[config.mk]
export PLATFORM = sky130hd
export DESIGN_NAME = usm_core
export DESIGN_NICKNAME = d
export VERILOG_FILES = /design/src/usm_sync2.v /design/src/usm_irq_prio.v /design/src/usm_core.v
export VERILOG_INCLUDE_DIRS = /design/src /design/src/src
export SDC_FILE = /design/constraint.sdc
export NUM_CORES = 1
export LEC_CHECK = 0
export ABC_AREA = 1
export BUFFER_PORTS_ARGS = -buffer_cell sky130_fd_sc_hd__buf_2
export CORE_MARGIN = 2
export CORE_UTILIZATION = 29
export DETAILED_ROUTE_END_ITERATION = 16
export SETUP_SLACK_MARGIN = 0.3
export SYNTH_ARGS = -nofsm -noshare
export SYNTH_HDL_FRONTEND = slang
export SYNTH_SLANG_ARGS = --single-unit
export TNS_END_PERCENT = 100
[constraint.sdc]
create_clock -name clk_sys_i -period 2.02 [get_ports clk_sys_i]
set_clock_uncertainty 0.2 [all_clocks]
set_input_delay 0.101 -clock clk_sys_i [delete_from_list [all_inputs] [get_ports clk_sys_i]]
set_output_delay 0.101 -clock clk_sys_i [all_outputs]
set_load 0.01 [all_outputs]
[src/usm_regs.vh]
`ifndef USM_REGS_VH
`define USM_REGS_VH
// register indices on the 3-bit address port
`define USM_ADDR_DATA    3'h0
`define USM_ADDR_IEN     3'h1
`define USM_ADDR_IDENT   3'h2
`define USM_ADDR_LCTL    3'h3
`define USM_ADDR_HCTL    3'h4
`define USM_ADDR_LSTAT   3'h5
`define USM_ADDR_MSTAT   3'h6
// line status fields
`define USM_LS_READY     0
`define USM_LS_OVERRUN   1
`define USM_LS_PARITY    2
`define USM_LS_FRAMING   3
`define USM_LS_BREAK     4
`define USM_LS_THOLD     5
`define USM_LS_TSHIFT    6
// line control fields
`define USM_LC_PAR_EN    3
`define USM_LC_EVEN      4
`define USM_LC_DIV_ACC   7
// handshake control fields
`define USM_HC_LOOP      4
// identification codes, bits 2:0
`define USM_ID_NONE      3'h1
`define USM_ID_LINE      3'h6
`define USM_ID_RXDATA    3'h4
`define USM_ID_THOLD     3'h2
`define USM_ID_MODEM     3'h0
// reset values
`define USM_RST_LSTAT    8'h60
`define USM_RST_IEN      8'h00
`define USM_RST_HCTL     8'h00
`define USM_RST_LCTL     8'h00
`endif

[src/usm_sync2.v]
`timescale 1ns/100ps
`default_nettype none
// two-stage synchroniser for pins
module usm_sync2 #(
   parameter W = 6
) (
   input  wire         clk_sys_i,
   input  wire         rst_n_i,
   input  wire [W-1:0] d_i,
   output reg  [W-1:0] q_o
);
   reg [W-1:0] meta_reg;
   always @(posedge clk_sys_i or negedge rst_n_i) begin
      if (!rst_n_i) begin
         meta_reg <= {W{1'b1}};
         q_o      <= {W{1'b1}};
      end else begin
         meta_reg <= d_i;
         q_o      <= meta_reg;
      end
   end
endmodule // usm_sync2
`default_nettype wire

[src/usm_irq_prio.v]
`timescale 1ns/100ps
`default_nettype none
// combinational priority encoder for the identification code
module usm_irq_prio (
   input  wire       line_i,
   input  wire       rxdata_i,
   input  wire       thold_i,
   input  wire       modem_i,
   output reg  [2:0] code_o
);
`include "usm_regs.vh"
   always @* begin
      if (line_i) begin
         code_o = `USM_ID_LINE;
      end else if (rxdata_i) begin
         code_o = `USM_ID_RXDATA;
      end else if (thold_i) begin
         code_o = `USM_ID_THOLD;
      end else if (modem_i) begin
         code_o = `USM_ID_MODEM;
      end else begin
         code_o = `USM_ID_NONE;
      end
   end
endmodule // usm_irq_prio
`default_nettype wire

[src/usm_core.v]
`timescale 1ns/100ps
`default_nettype none
//**********************************************************
// status, interrupt and handshake control
//**********************************************************
// Overview of operation
// - data ready sets on load, clears read/write0
// - overrun sets when unread char overwritten
// - parity error on wrong parity, clear on read
// - framing error when stop bit is zero
// - break when line low beyond character
// - overrun/parity/framing/break raise line interrupt
// - hold empty sets on transfer, clears on write
// - shift empty while shifter idle
// - line status bit 7 reads zero
// - priority line, rx data, tx empty, modem
// - identification frozen while being read
// - ident bit0 none, bits2:1 source code
// - enable bits gate four sources, upper zero
// - no enables, no interrupt, flags still update
// - control bits 0-3 drive outputs inverted outside loopback
// - loopback marks tx, loops serial and modem
// - loopback modem interrupts from control bits
// - software writes set status bits
// - handshake control bits 5-7 read zero
// - modem change flags, ring trailing edge only
// - modem status change and complement bits
// - even select one checks even parity
module usm_core (
   input  wire       clk_sys_i,
   input  wire       rst_n_i,
   input  wire [2:0] addr_i,
   input  wire [7:0] wdata_i,
   input  wire       wr_i,
   input  wire       rd_i,
   output reg  [7:0] rdata_o,
   input  wire       serial_rx_pin_i,
   output reg        serial_tx_pin_o,
   input  wire       cts_n_i,
   input  wire       dsr_n_i,
   input  wire       ri_n_i,
   input  wire       dcd_n_i,
   output reg        dtr_n_o,
   output reg        rts_n_o,
   output reg        out1_n_o,
   output reg        out2_n_o,
   output reg        irq_out_o,
   output reg        rx_line_o,
   input  wire       tx_shift_bit_i,
   input  wire       bit_tick_i,
   input  wire [3:0] char_bits_i,
   input  wire       rx_load_i,
   input  wire [7:0] rx_char_i,
   input  wire       rx_par_bit_i,
   input  wire       rx_stop_bit_i,
   input  wire       tx_xfer_i,
   input  wire       tx_idle_i,
   output reg        tx_hold_wr_o,
   output reg  [7:0] tx_hold_data_o,
   output reg        divisor_access_sel_o
);
`include "usm_regs.vh"
   //******************************************************
   // registers and state
   //******************************************************
   reg  [7:0] rx_buf_reg;
   reg        rx_char_ready_reg;
   reg        rx_overrun_reg;
   reg        rx_parity_flag_reg;
   reg        rx_framing_flag_reg;
   reg        rx_break_flag_reg;
   reg        tx_hold_empty_reg;
   reg        tx_shift_empty_reg;
   reg  [7:0] irq_enable_reg;
   reg  [7:0] handshake_ctl_reg;
   reg  [7:0] line_ctl_reg;
   reg  [3:0] mdm_change_reg;
   reg  [3:0] mdm_prev_reg;
   reg        thold_irq_reg;
   reg  [2:0] ident_frozen_reg;
   reg        ident_hold_reg;
   reg  [3:0] brk_cnt_reg;
   reg        brk_seen_reg;
   wire [4:0] pins_s;
   wire [2:0] ident_code;
   wire [2:0] ident_rep_w;
   wire       loop_w;
   wire       rx_in_w;
   wire [3:0] mdm_in_w;
   wire [3:0] mdm_edge_w;
   wire       rd_lstat_w;
   wire       rd_data_w;
   wire       rd_mstat_w;
   wire       rd_ident_w;
   wire       wr_data_w;
   wire       src_line_w;
   wire       src_rx_w;
   wire       src_th_w;
   wire       src_mdm_w;
   wire       par_bad_w;

   function [0:0] reg_hit;
      input [2:0] a;
      input [2:0] target;
      input       strobe;
      begin
         reg_hit = strobe && (a == target);
      end
   endfunction

   usm_sync2 #(.W(5)) u_sync (
      .clk_sys_i (clk_sys_i),
      .rst_n_i   (rst_n_i),
      .d_i       ({serial_rx_pin_i, dcd_n_i, ri_n_i, dsr_n_i, cts_n_i}),
      .q_o       (pins_s)
   );

   assign loop_w = handshake_ctl_reg[`USM_HC_LOOP];
   // loopback: tx shifter feeds rx, pins ignored
   assign rx_in_w = loop_w ? tx_shift_bit_i : pins_s[4];
   // active-high "on" view: cts, dsr, ri, dcd
   assign mdm_in_w = loop_w ? {handshake_ctl_reg[3], handshake_ctl_reg[2],
                               handshake_ctl_reg[0], handshake_ctl_reg[1]}
                            : ~pins_s[3:0];
   // ring flags only on on-to-off
   assign mdm_edge_w = {mdm_in_w[3] ^ mdm_prev_reg[3],
                        mdm_prev_reg[2] & ~mdm_in_w[2],
                        mdm_in_w[1:0] ^ mdm_prev_reg[1:0]};

   assign rd_lstat_w = reg_hit(addr_i, `USM_ADDR_LSTAT, rd_i);
   assign rd_mstat_w = reg_hit(addr_i, `USM_ADDR_MSTAT, rd_i);
   assign rd_ident_w = reg_hit(addr_i, `USM_ADDR_IDENT, rd_i);
   assign rd_data_w  = reg_hit(addr_i, `USM_ADDR_DATA, rd_i)
                       && !line_ctl_reg[`USM_LC_DIV_ACC];
   assign wr_data_w  = reg_hit(addr_i, `USM_ADDR_DATA, wr_i)
                       && !line_ctl_reg[`USM_LC_DIV_ACC];

   // even select 1 -> even count of ones incl. parity bit
   assign par_bad_w = line_ctl_reg[`USM_LC_PAR_EN] &&
                      ((^{rx_char_i, rx_par_bit_i}) == line_ctl_reg[`USM_LC_EVEN]);

   // enables gate each source
   assign src_line_w = irq_enable_reg[1] & (rx_overrun_reg | rx_parity_flag_reg
                       | rx_framing_flag_reg | rx_break_flag_reg);
   assign src_rx_w   = irq_enable_reg[0] & rx_char_ready_reg;
   assign src_th_w   = irq_enable_reg[2] & thold_irq_reg;
   assign src_mdm_w  = irq_enable_reg[3] & (|mdm_change_reg);

   usm_irq_prio u_prio (
      .line_i   (src_line_w),
      .rxdata_i (src_rx_w),
      .thold_i  (src_th_w),
      .modem_i  (src_mdm_w),
      .code_o   (ident_code)
   );
   assign ident_rep_w = ident_hold_reg ? ident_frozen_reg : ident_code;

   //******************************************************
   // status flags
   //******************************************************
   always @(posedge clk_sys_i or negedge rst_n_i) begin
      if (!rst_n_i) begin
         rx_buf_reg          <= 8'h00;
         rx_char_ready_reg   <= 1'b0;
         rx_overrun_reg      <= 1'b0;
         rx_parity_flag_reg  <= 1'b0;
         rx_framing_flag_reg <= 1'b0;
         rx_break_flag_reg   <= 1'b0;
         tx_hold_empty_reg   <= 1'b1;
         tx_shift_empty_reg  <= 1'b1;
         thold_irq_reg       <= 1'b1;
         mdm_change_reg      <= 4'h0;
         mdm_prev_reg        <= 4'h0;
         brk_cnt_reg         <= 4'h0;
         brk_seen_reg        <= 1'b0;
      end else begin
         mdm_prev_reg <= mdm_in_w;
         // clears first, then sets, so a coinciding event wins
         if (rd_data_w) begin
            rx_char_ready_reg <= 1'b0;
         end
         if (rd_lstat_w) begin
            rx_overrun_reg      <= 1'b0;
            rx_parity_flag_reg  <= 1'b0;
            rx_framing_flag_reg <= 1'b0;
            rx_break_flag_reg   <= 1'b0;
         end
         if (rd_mstat_w) begin
            mdm_change_reg <= 4'h0;
         end
         if (rd_ident_w && ident_rep_w == `USM_ID_THOLD) begin
            thold_irq_reg <= 1'b0;
         end
         if (reg_hit(addr_i, `USM_ADDR_LSTAT, wr_i)) begin
            // diagnostic: ones set, data ready also takes a zero
            rx_char_ready_reg   <= wdata_i[`USM_LS_READY];
            rx_overrun_reg      <= rx_overrun_reg | wdata_i[`USM_LS_OVERRUN];
            rx_parity_flag_reg  <= rx_parity_flag_reg | wdata_i[`USM_LS_PARITY];
            rx_framing_flag_reg <= rx_framing_flag_reg | wdata_i[`USM_LS_FRAMING];
            rx_break_flag_reg   <= rx_break_flag_reg | wdata_i[`USM_LS_BREAK];
            if (wdata_i[`USM_LS_THOLD]) begin
               tx_hold_empty_reg <= 1'b1;
               thold_irq_reg     <= 1'b1;
            end
         end
         if (reg_hit(addr_i, `USM_ADDR_MSTAT, wr_i)) begin
            mdm_change_reg <= mdm_change_reg | wdata_i[3:0];
         end
         if (wr_data_w) begin
            tx_hold_empty_reg <= 1'b0;
            thold_irq_reg     <= 1'b0;
         end
         if (tx_xfer_i) begin
            tx_hold_empty_reg  <= 1'b1;
            thold_irq_reg      <= 1'b1;
            tx_shift_empty_reg <= 1'b0;
         end else if (tx_idle_i) begin
            tx_shift_empty_reg <= 1'b1;
         end
         if (rx_load_i) begin
            rx_buf_reg        <= rx_char_i;
            rx_char_ready_reg <= 1'b1;
            if (rx_char_ready_reg && !rd_data_w) begin
               rx_overrun_reg <= 1'b1;
            end
            if (par_bad_w) begin
               rx_parity_flag_reg <= 1'b1;
            end
            if (!rx_stop_bit_i) begin
               rx_framing_flag_reg <= 1'b1;
            end
         end
         // break: spacing held beyond a whole character of bit ticks
         if (rx_in_w) begin
            brk_cnt_reg  <= 4'h0;
            brk_seen_reg <= 1'b0;
         end else if (bit_tick_i && !brk_seen_reg) begin
            if (brk_cnt_reg > char_bits_i) begin
               rx_break_flag_reg <= 1'b1;
               brk_seen_reg      <= 1'b1;
            end else begin
               brk_cnt_reg <= brk_cnt_reg + 4'h1;
            end
         end
         mdm_change_reg <= (rd_mstat_w ? 4'h0 : mdm_change_reg)
                           | mdm_edge_w
                           | (reg_hit(addr_i, `USM_ADDR_MSTAT, wr_i)
                              ? wdata_i[3:0] : 4'h0);
      end
   end

   //******************************************************
   // control registers and ident freeze
   //******************************************************
   always @(posedge clk_sys_i or negedge rst_n_i) begin
      if (!rst_n_i) begin
         irq_enable_reg    <= `USM_RST_IEN;
         handshake_ctl_reg <= `USM_RST_HCTL;
         line_ctl_reg      <= `USM_RST_LCTL;
         ident_frozen_reg  <= `USM_ID_NONE;
         ident_hold_reg    <= 1'b0;
      end else begin
         if (reg_hit(addr_i, `USM_ADDR_IEN, wr_i) && !line_ctl_reg[`USM_LC_DIV_ACC]) begin
            irq_enable_reg <= {4'h0, wdata_i[3:0]};
         end
         if (reg_hit(addr_i, `USM_ADDR_HCTL, wr_i)) begin
            // host must leave loopback only after reprogramming
            handshake_ctl_reg <= {3'h0, wdata_i[4:0]};
         end
         if (reg_hit(addr_i, `USM_ADDR_LCTL, wr_i)) begin
            line_ctl_reg <= wdata_i;
         end
         // freeze while the ident register is being read
         ident_hold_reg <= rd_ident_w;
         ident_frozen_reg <= rd_ident_w ? ident_rep_w : ident_code;
      end
   end

   //******************************************************
   // outputs and read data
   //******************************************************
   always @(posedge clk_sys_i or negedge rst_n_i) begin
      if (!rst_n_i) begin
         rdata_o              <= 8'h00;
         serial_tx_pin_o      <= 1'b1;
         dtr_n_o              <= 1'b1;
         rts_n_o              <= 1'b1;
         out1_n_o             <= 1'b1;
         out2_n_o             <= 1'b1;
         irq_out_o            <= 1'b0;
         rx_line_o            <= 1'b1;
         tx_hold_wr_o         <= 1'b0;
         tx_hold_data_o       <= 8'h00;
         divisor_access_sel_o <= 1'b0;
      end else begin
         serial_tx_pin_o <= loop_w ? 1'b1 : tx_shift_bit_i;
         rx_line_o       <= rx_in_w;
         // inverted drive; loopback leaves pins inactive
         dtr_n_o  <= loop_w | ~handshake_ctl_reg[0];
         rts_n_o  <= loop_w | ~handshake_ctl_reg[1];
         out1_n_o <= loop_w | ~handshake_ctl_reg[2];
         out2_n_o <= loop_w | ~handshake_ctl_reg[3];
         irq_out_o <= (ident_code != `USM_ID_NONE);
         tx_hold_wr_o   <= wr_data_w;
         tx_hold_data_o <= wr_data_w ? wdata_i : tx_hold_data_o;
         divisor_access_sel_o <= line_ctl_reg[`USM_LC_DIV_ACC];
         rdata_o <= 8'h00;
         if (rd_i) begin
            case (addr_i)
               `USM_ADDR_DATA:  rdata_o <= rx_buf_reg;
               `USM_ADDR_IEN:   rdata_o <= irq_enable_reg;
               `USM_ADDR_IDENT: rdata_o <= {5'h00, ident_rep_w};
               `USM_ADDR_LCTL:  rdata_o <= line_ctl_reg;
               `USM_ADDR_HCTL:  rdata_o <= handshake_ctl_reg;
               `USM_ADDR_LSTAT: rdata_o <= {1'b0, tx_shift_empty_reg, tx_hold_empty_reg,
                                            rx_break_flag_reg, rx_framing_flag_reg,
                                            rx_parity_flag_reg, rx_overrun_reg,
                                            rx_char_ready_reg};
               `USM_ADDR_MSTAT: rdata_o <= {mdm_in_w, mdm_change_reg};
               default:         rdata_o <= 8'h00;
            endcase
         end
      end
   end
endmodule // usm_core
`default_nettype wire

==> key figures <==
Floorplanning
  – Die area: between 0.01 and 0.015 mm^2
  – Std-Cell Rows: slightly above 40
  – Die Ht: 117 um
  – Core Region: between 0.01 and 0.015 mm^2
  – Die width: about 120 um
  – IO Pins: 64
  – Starting density of the core: 29.6%

Critical path
  – WS Path Type: reg2reg
  – CP startpoint kind: register
  – Critical path required time: between 2000 and 2500 ps
  – Worst-path maximum fanout: 4
  – Crit path capture type: register
  – CP Data Arrival Time: approximately 1800 ps

Logic synthesis
  – Largest family of logic cells by synthesized area: simple AND/OR/NAND/NOR gates
  – Post-synthesis adder-cell area fraction: 1.68%
  – Largest cells by area after synthesis: dfrtp_1, dfstp_2, nand2_1, o21ai_0, inv_1
  – Commonest cells in the netlist: nand2_1, dfrtp_1, o21ai_0, inv_1, nor2_1
  – Compound-Gate Fraction of Synth Area: between 10% and 20%
  – Post-synthesis xor/xnor area fraction: around 2.1%
  – Area leader, netlist: dfrtp_1
  – Ys Warns: 0
  – Post-synth ARST share: 100%
  – Simple-gate share of the synthesized area: between 20 and 25%
  – Syn nets: between 400 and 500
  – Multiplexer share of the synthesized area: 0%
  – Yosys cell types: 36
  – Top FF cell, synth: dfrtp_1
  – EDFF count, synth: 0
  – Netlist Area Pre-Place: about 0.0037 mm^2
  – Count leader, synth: nand2_1
  – Synth Register Bits: 85
  – Seq/Total Area, Yosys: 57.9%
  – Syn avg cell area: around 9.1 um^2
  – Yosys top cell area share: a little over two fifths
  – Synth Instances: between 400 and 500

STA
  – Post-layout minimum cycle time: ~1700 ps
  – Slew HR: between 70% and 80%
  – Fin Setup TNS: 0 ps
  – RSZ-0062 raised after global routing: true
  – Max-slew violations: 0
  – Final Setup Violations: 0
  – Crit share post-route: 83.5%
  – Worst slew pin tran: approximately 400 ps
  – F_max: between 500 and 600 MHz
  – Setup WS post-layout: 332 ps
  – Hold WS: 43.2 ps
  – Final hold vios: 0

CTS
  – Reg clk slew, reported paths: 60 ps
  – Clock buffer depth: 2
  – Clock latency at the later pin of the worst-skew pair: between 300 and 400 ps
  – CTS tree: built
  – H-tree Lvls: 3
  – CTS root buffer: clkbuf_16
  – # clock sinks: 85
  – Num CTS Buffers: 9

Placement
  – Gp weighted congestion: slightly above 0.9
  – Detailed Place HPWL: 7210 um
  – Post-place setup slack: 148 ps
  – Port Buf Inserts: 63
  – Cell area after placement: 0.00425 mm^2

Hold path
  – Hold Path Class: in2async

Pwr
  – Sequential share of power: about 45%
  – Pwr dens: about 930 mW/mm^2
  – Clock Power Share: 35.3%
  – Pint: 3.46 mW
  – Lkg Pwr: 2.52 nW
  – Sw frac: 27.6%
  – Share of total power in combinational logic: between 10% and 20%
  – Worst IR Drop VDD: between 0.3 and 0.4 mV
  – NetSw: approximately 1.3 mW

Route
  – Vias per Instance: between 4 and 5
  – Detailed-router iteration count before antenna repair: 4
  – DR WL met3: around 400 um
  – DRC Markers: 0
  – Post-Route M1 WL: 4430 um
  – ANT nets after route: 0
  – Total wire length: roughly 10000 um
  – Mean routed wirelength per cell: about 14 um
  – WL met2: roughly 5000 um
  – Drt first-iter violations: 156
  – Vias: about 3200
  – DR top layer: met4

Cells and area
  – Design area: roughly 0.005 mm^2
  – Layout cells sized above 1: 27.5%
  – Post-layout net count: 575
  – P&R area growth vs syn: 37.8%
  – Ant diodes: 0
  – Final design utilization: 40.7%

Global routing
  – Vias in the first global route: roughly 3200
  – Initial antenna violation count: 0
  – Largest net degree at the start of global routing: 56
  – GRT Total Usage: about 16%
  – Grt total ovfl: 0
  – First-pass GRT wire length: roughly 16000 um

Outcome
  – Status: finished clean

Flow run
  – Maxcap violations: 0
path summary, 6_finish.rpt:
kind / from / endpoint / slack, ps / cells past startpoint
setup / recovery: brk_cnt_reg[1]$_DFFE_PN0P_ / brk_cnt_reg[1]$_DFFE_PN0P_ / 330 / 9
hold reg to reg: u_sync.meta_reg[3]$_DFF_PN1_ / u_sync.q_o[3]$_DFF_PN1_ / 160 / 0
max in group asynchronous: rst_n_i / thold_irq_reg$_DFF_PN1_ / 900 / 3
hold / removal: rst_n_i / brk_seen_reg$_DFFE_PN0P_ / 40 / 2
min in group clk_sys_i: char_bits_i[3] / brk_cnt_reg[0]$_DFFE_PN0P_ / 130 / 6
setup reg to reg: brk_cnt_reg[1]$_DFFE_PN0P_ / brk_cnt_reg[1]$_DFFE_PN0P_ / 330 / 9
critical path, cell delays in order, from the launching register on:
cell and delay, ps:
dfrtp_1 410, ha_4 280, nand3b_1 90, a21boi_2 150, o21ai_2 100, nor2_2 140
inv_2 60, nand2_2 80, nand2_1 60, nand2_1 50
power groups by stage:
stage                     Sequential (mW)  Clock (mW)  Combinational [mW]
after CTS                            2.15        1.73               0.865
final                                2.16        1.68               0.936
after detailed placement             2.18           0               0.756
after global routing                 2.18        1.80                1.07
after global placement               2.18           0               0.732
after floorplan                      2.16           0               0.440
stage by stage:
stage	instances	total power [mW]
detailed placement	641	2.94
global route	707	5.06
CTS	701	4.74
global placement	641	2.91
finish	707	4.78
floorplan	410	2.60
logic make-up after synthesis:
kind of cell | count (synthesis)
AO/OA/AOI/OAI | 79
XOR/XNOR | 9
adder cells (fa/ha/maj) | 5
flip-flops | 85
buffers and inverters | 54
AND/OR/NAND/NOR | 178
routing by layer:
layer | GRT usage, % | vias up
li1 | - | 1576
met1 | 20.3 | 1482
met2 | 25.8 | 82
met3 | 2.83 | 18
met4 | 7.76 | 0
met5 | 0 | -
timing repair:
item	in CTS	in global routing
buffers inserted	4	6
hold endpoints to repair	126	0
cloned	0	0
hold buffers	41	0
pin swaps	1	4
setup endpoints to repair	6	40
resized for setup	4	26
area by class of cell:
cell class	count	area (um^2)
Clock buffer	14	274
Clock inverter	1	30.0
Fill cell	1256	7450
Inverter	48	183
Multi-Input combinational cell	271	1430
Sequential cell	85	2150
Tap cell	172	215
Timing Repair Buffer	116	836
placed cells by master (no fill, tap or decap), types with 4 or more instances in the layout:
cell           count
dfstp_2           20
inv_2              8
nand2_2            6
buf_2             60
clkbuf_16          9
xnor2_1            4
nor2_1            18
dfrtp_1           64
nand2_1          119
dlygate4sd3_1     41
nand4_1            6
or2_2              5
buf_4             12
nor2_2             4
o21ai_0           44
nand3_1           11
inv_1             39
a21oi_1           10
xor2_1             5
No activity file was read; power rests on OpenSTA's default activity.
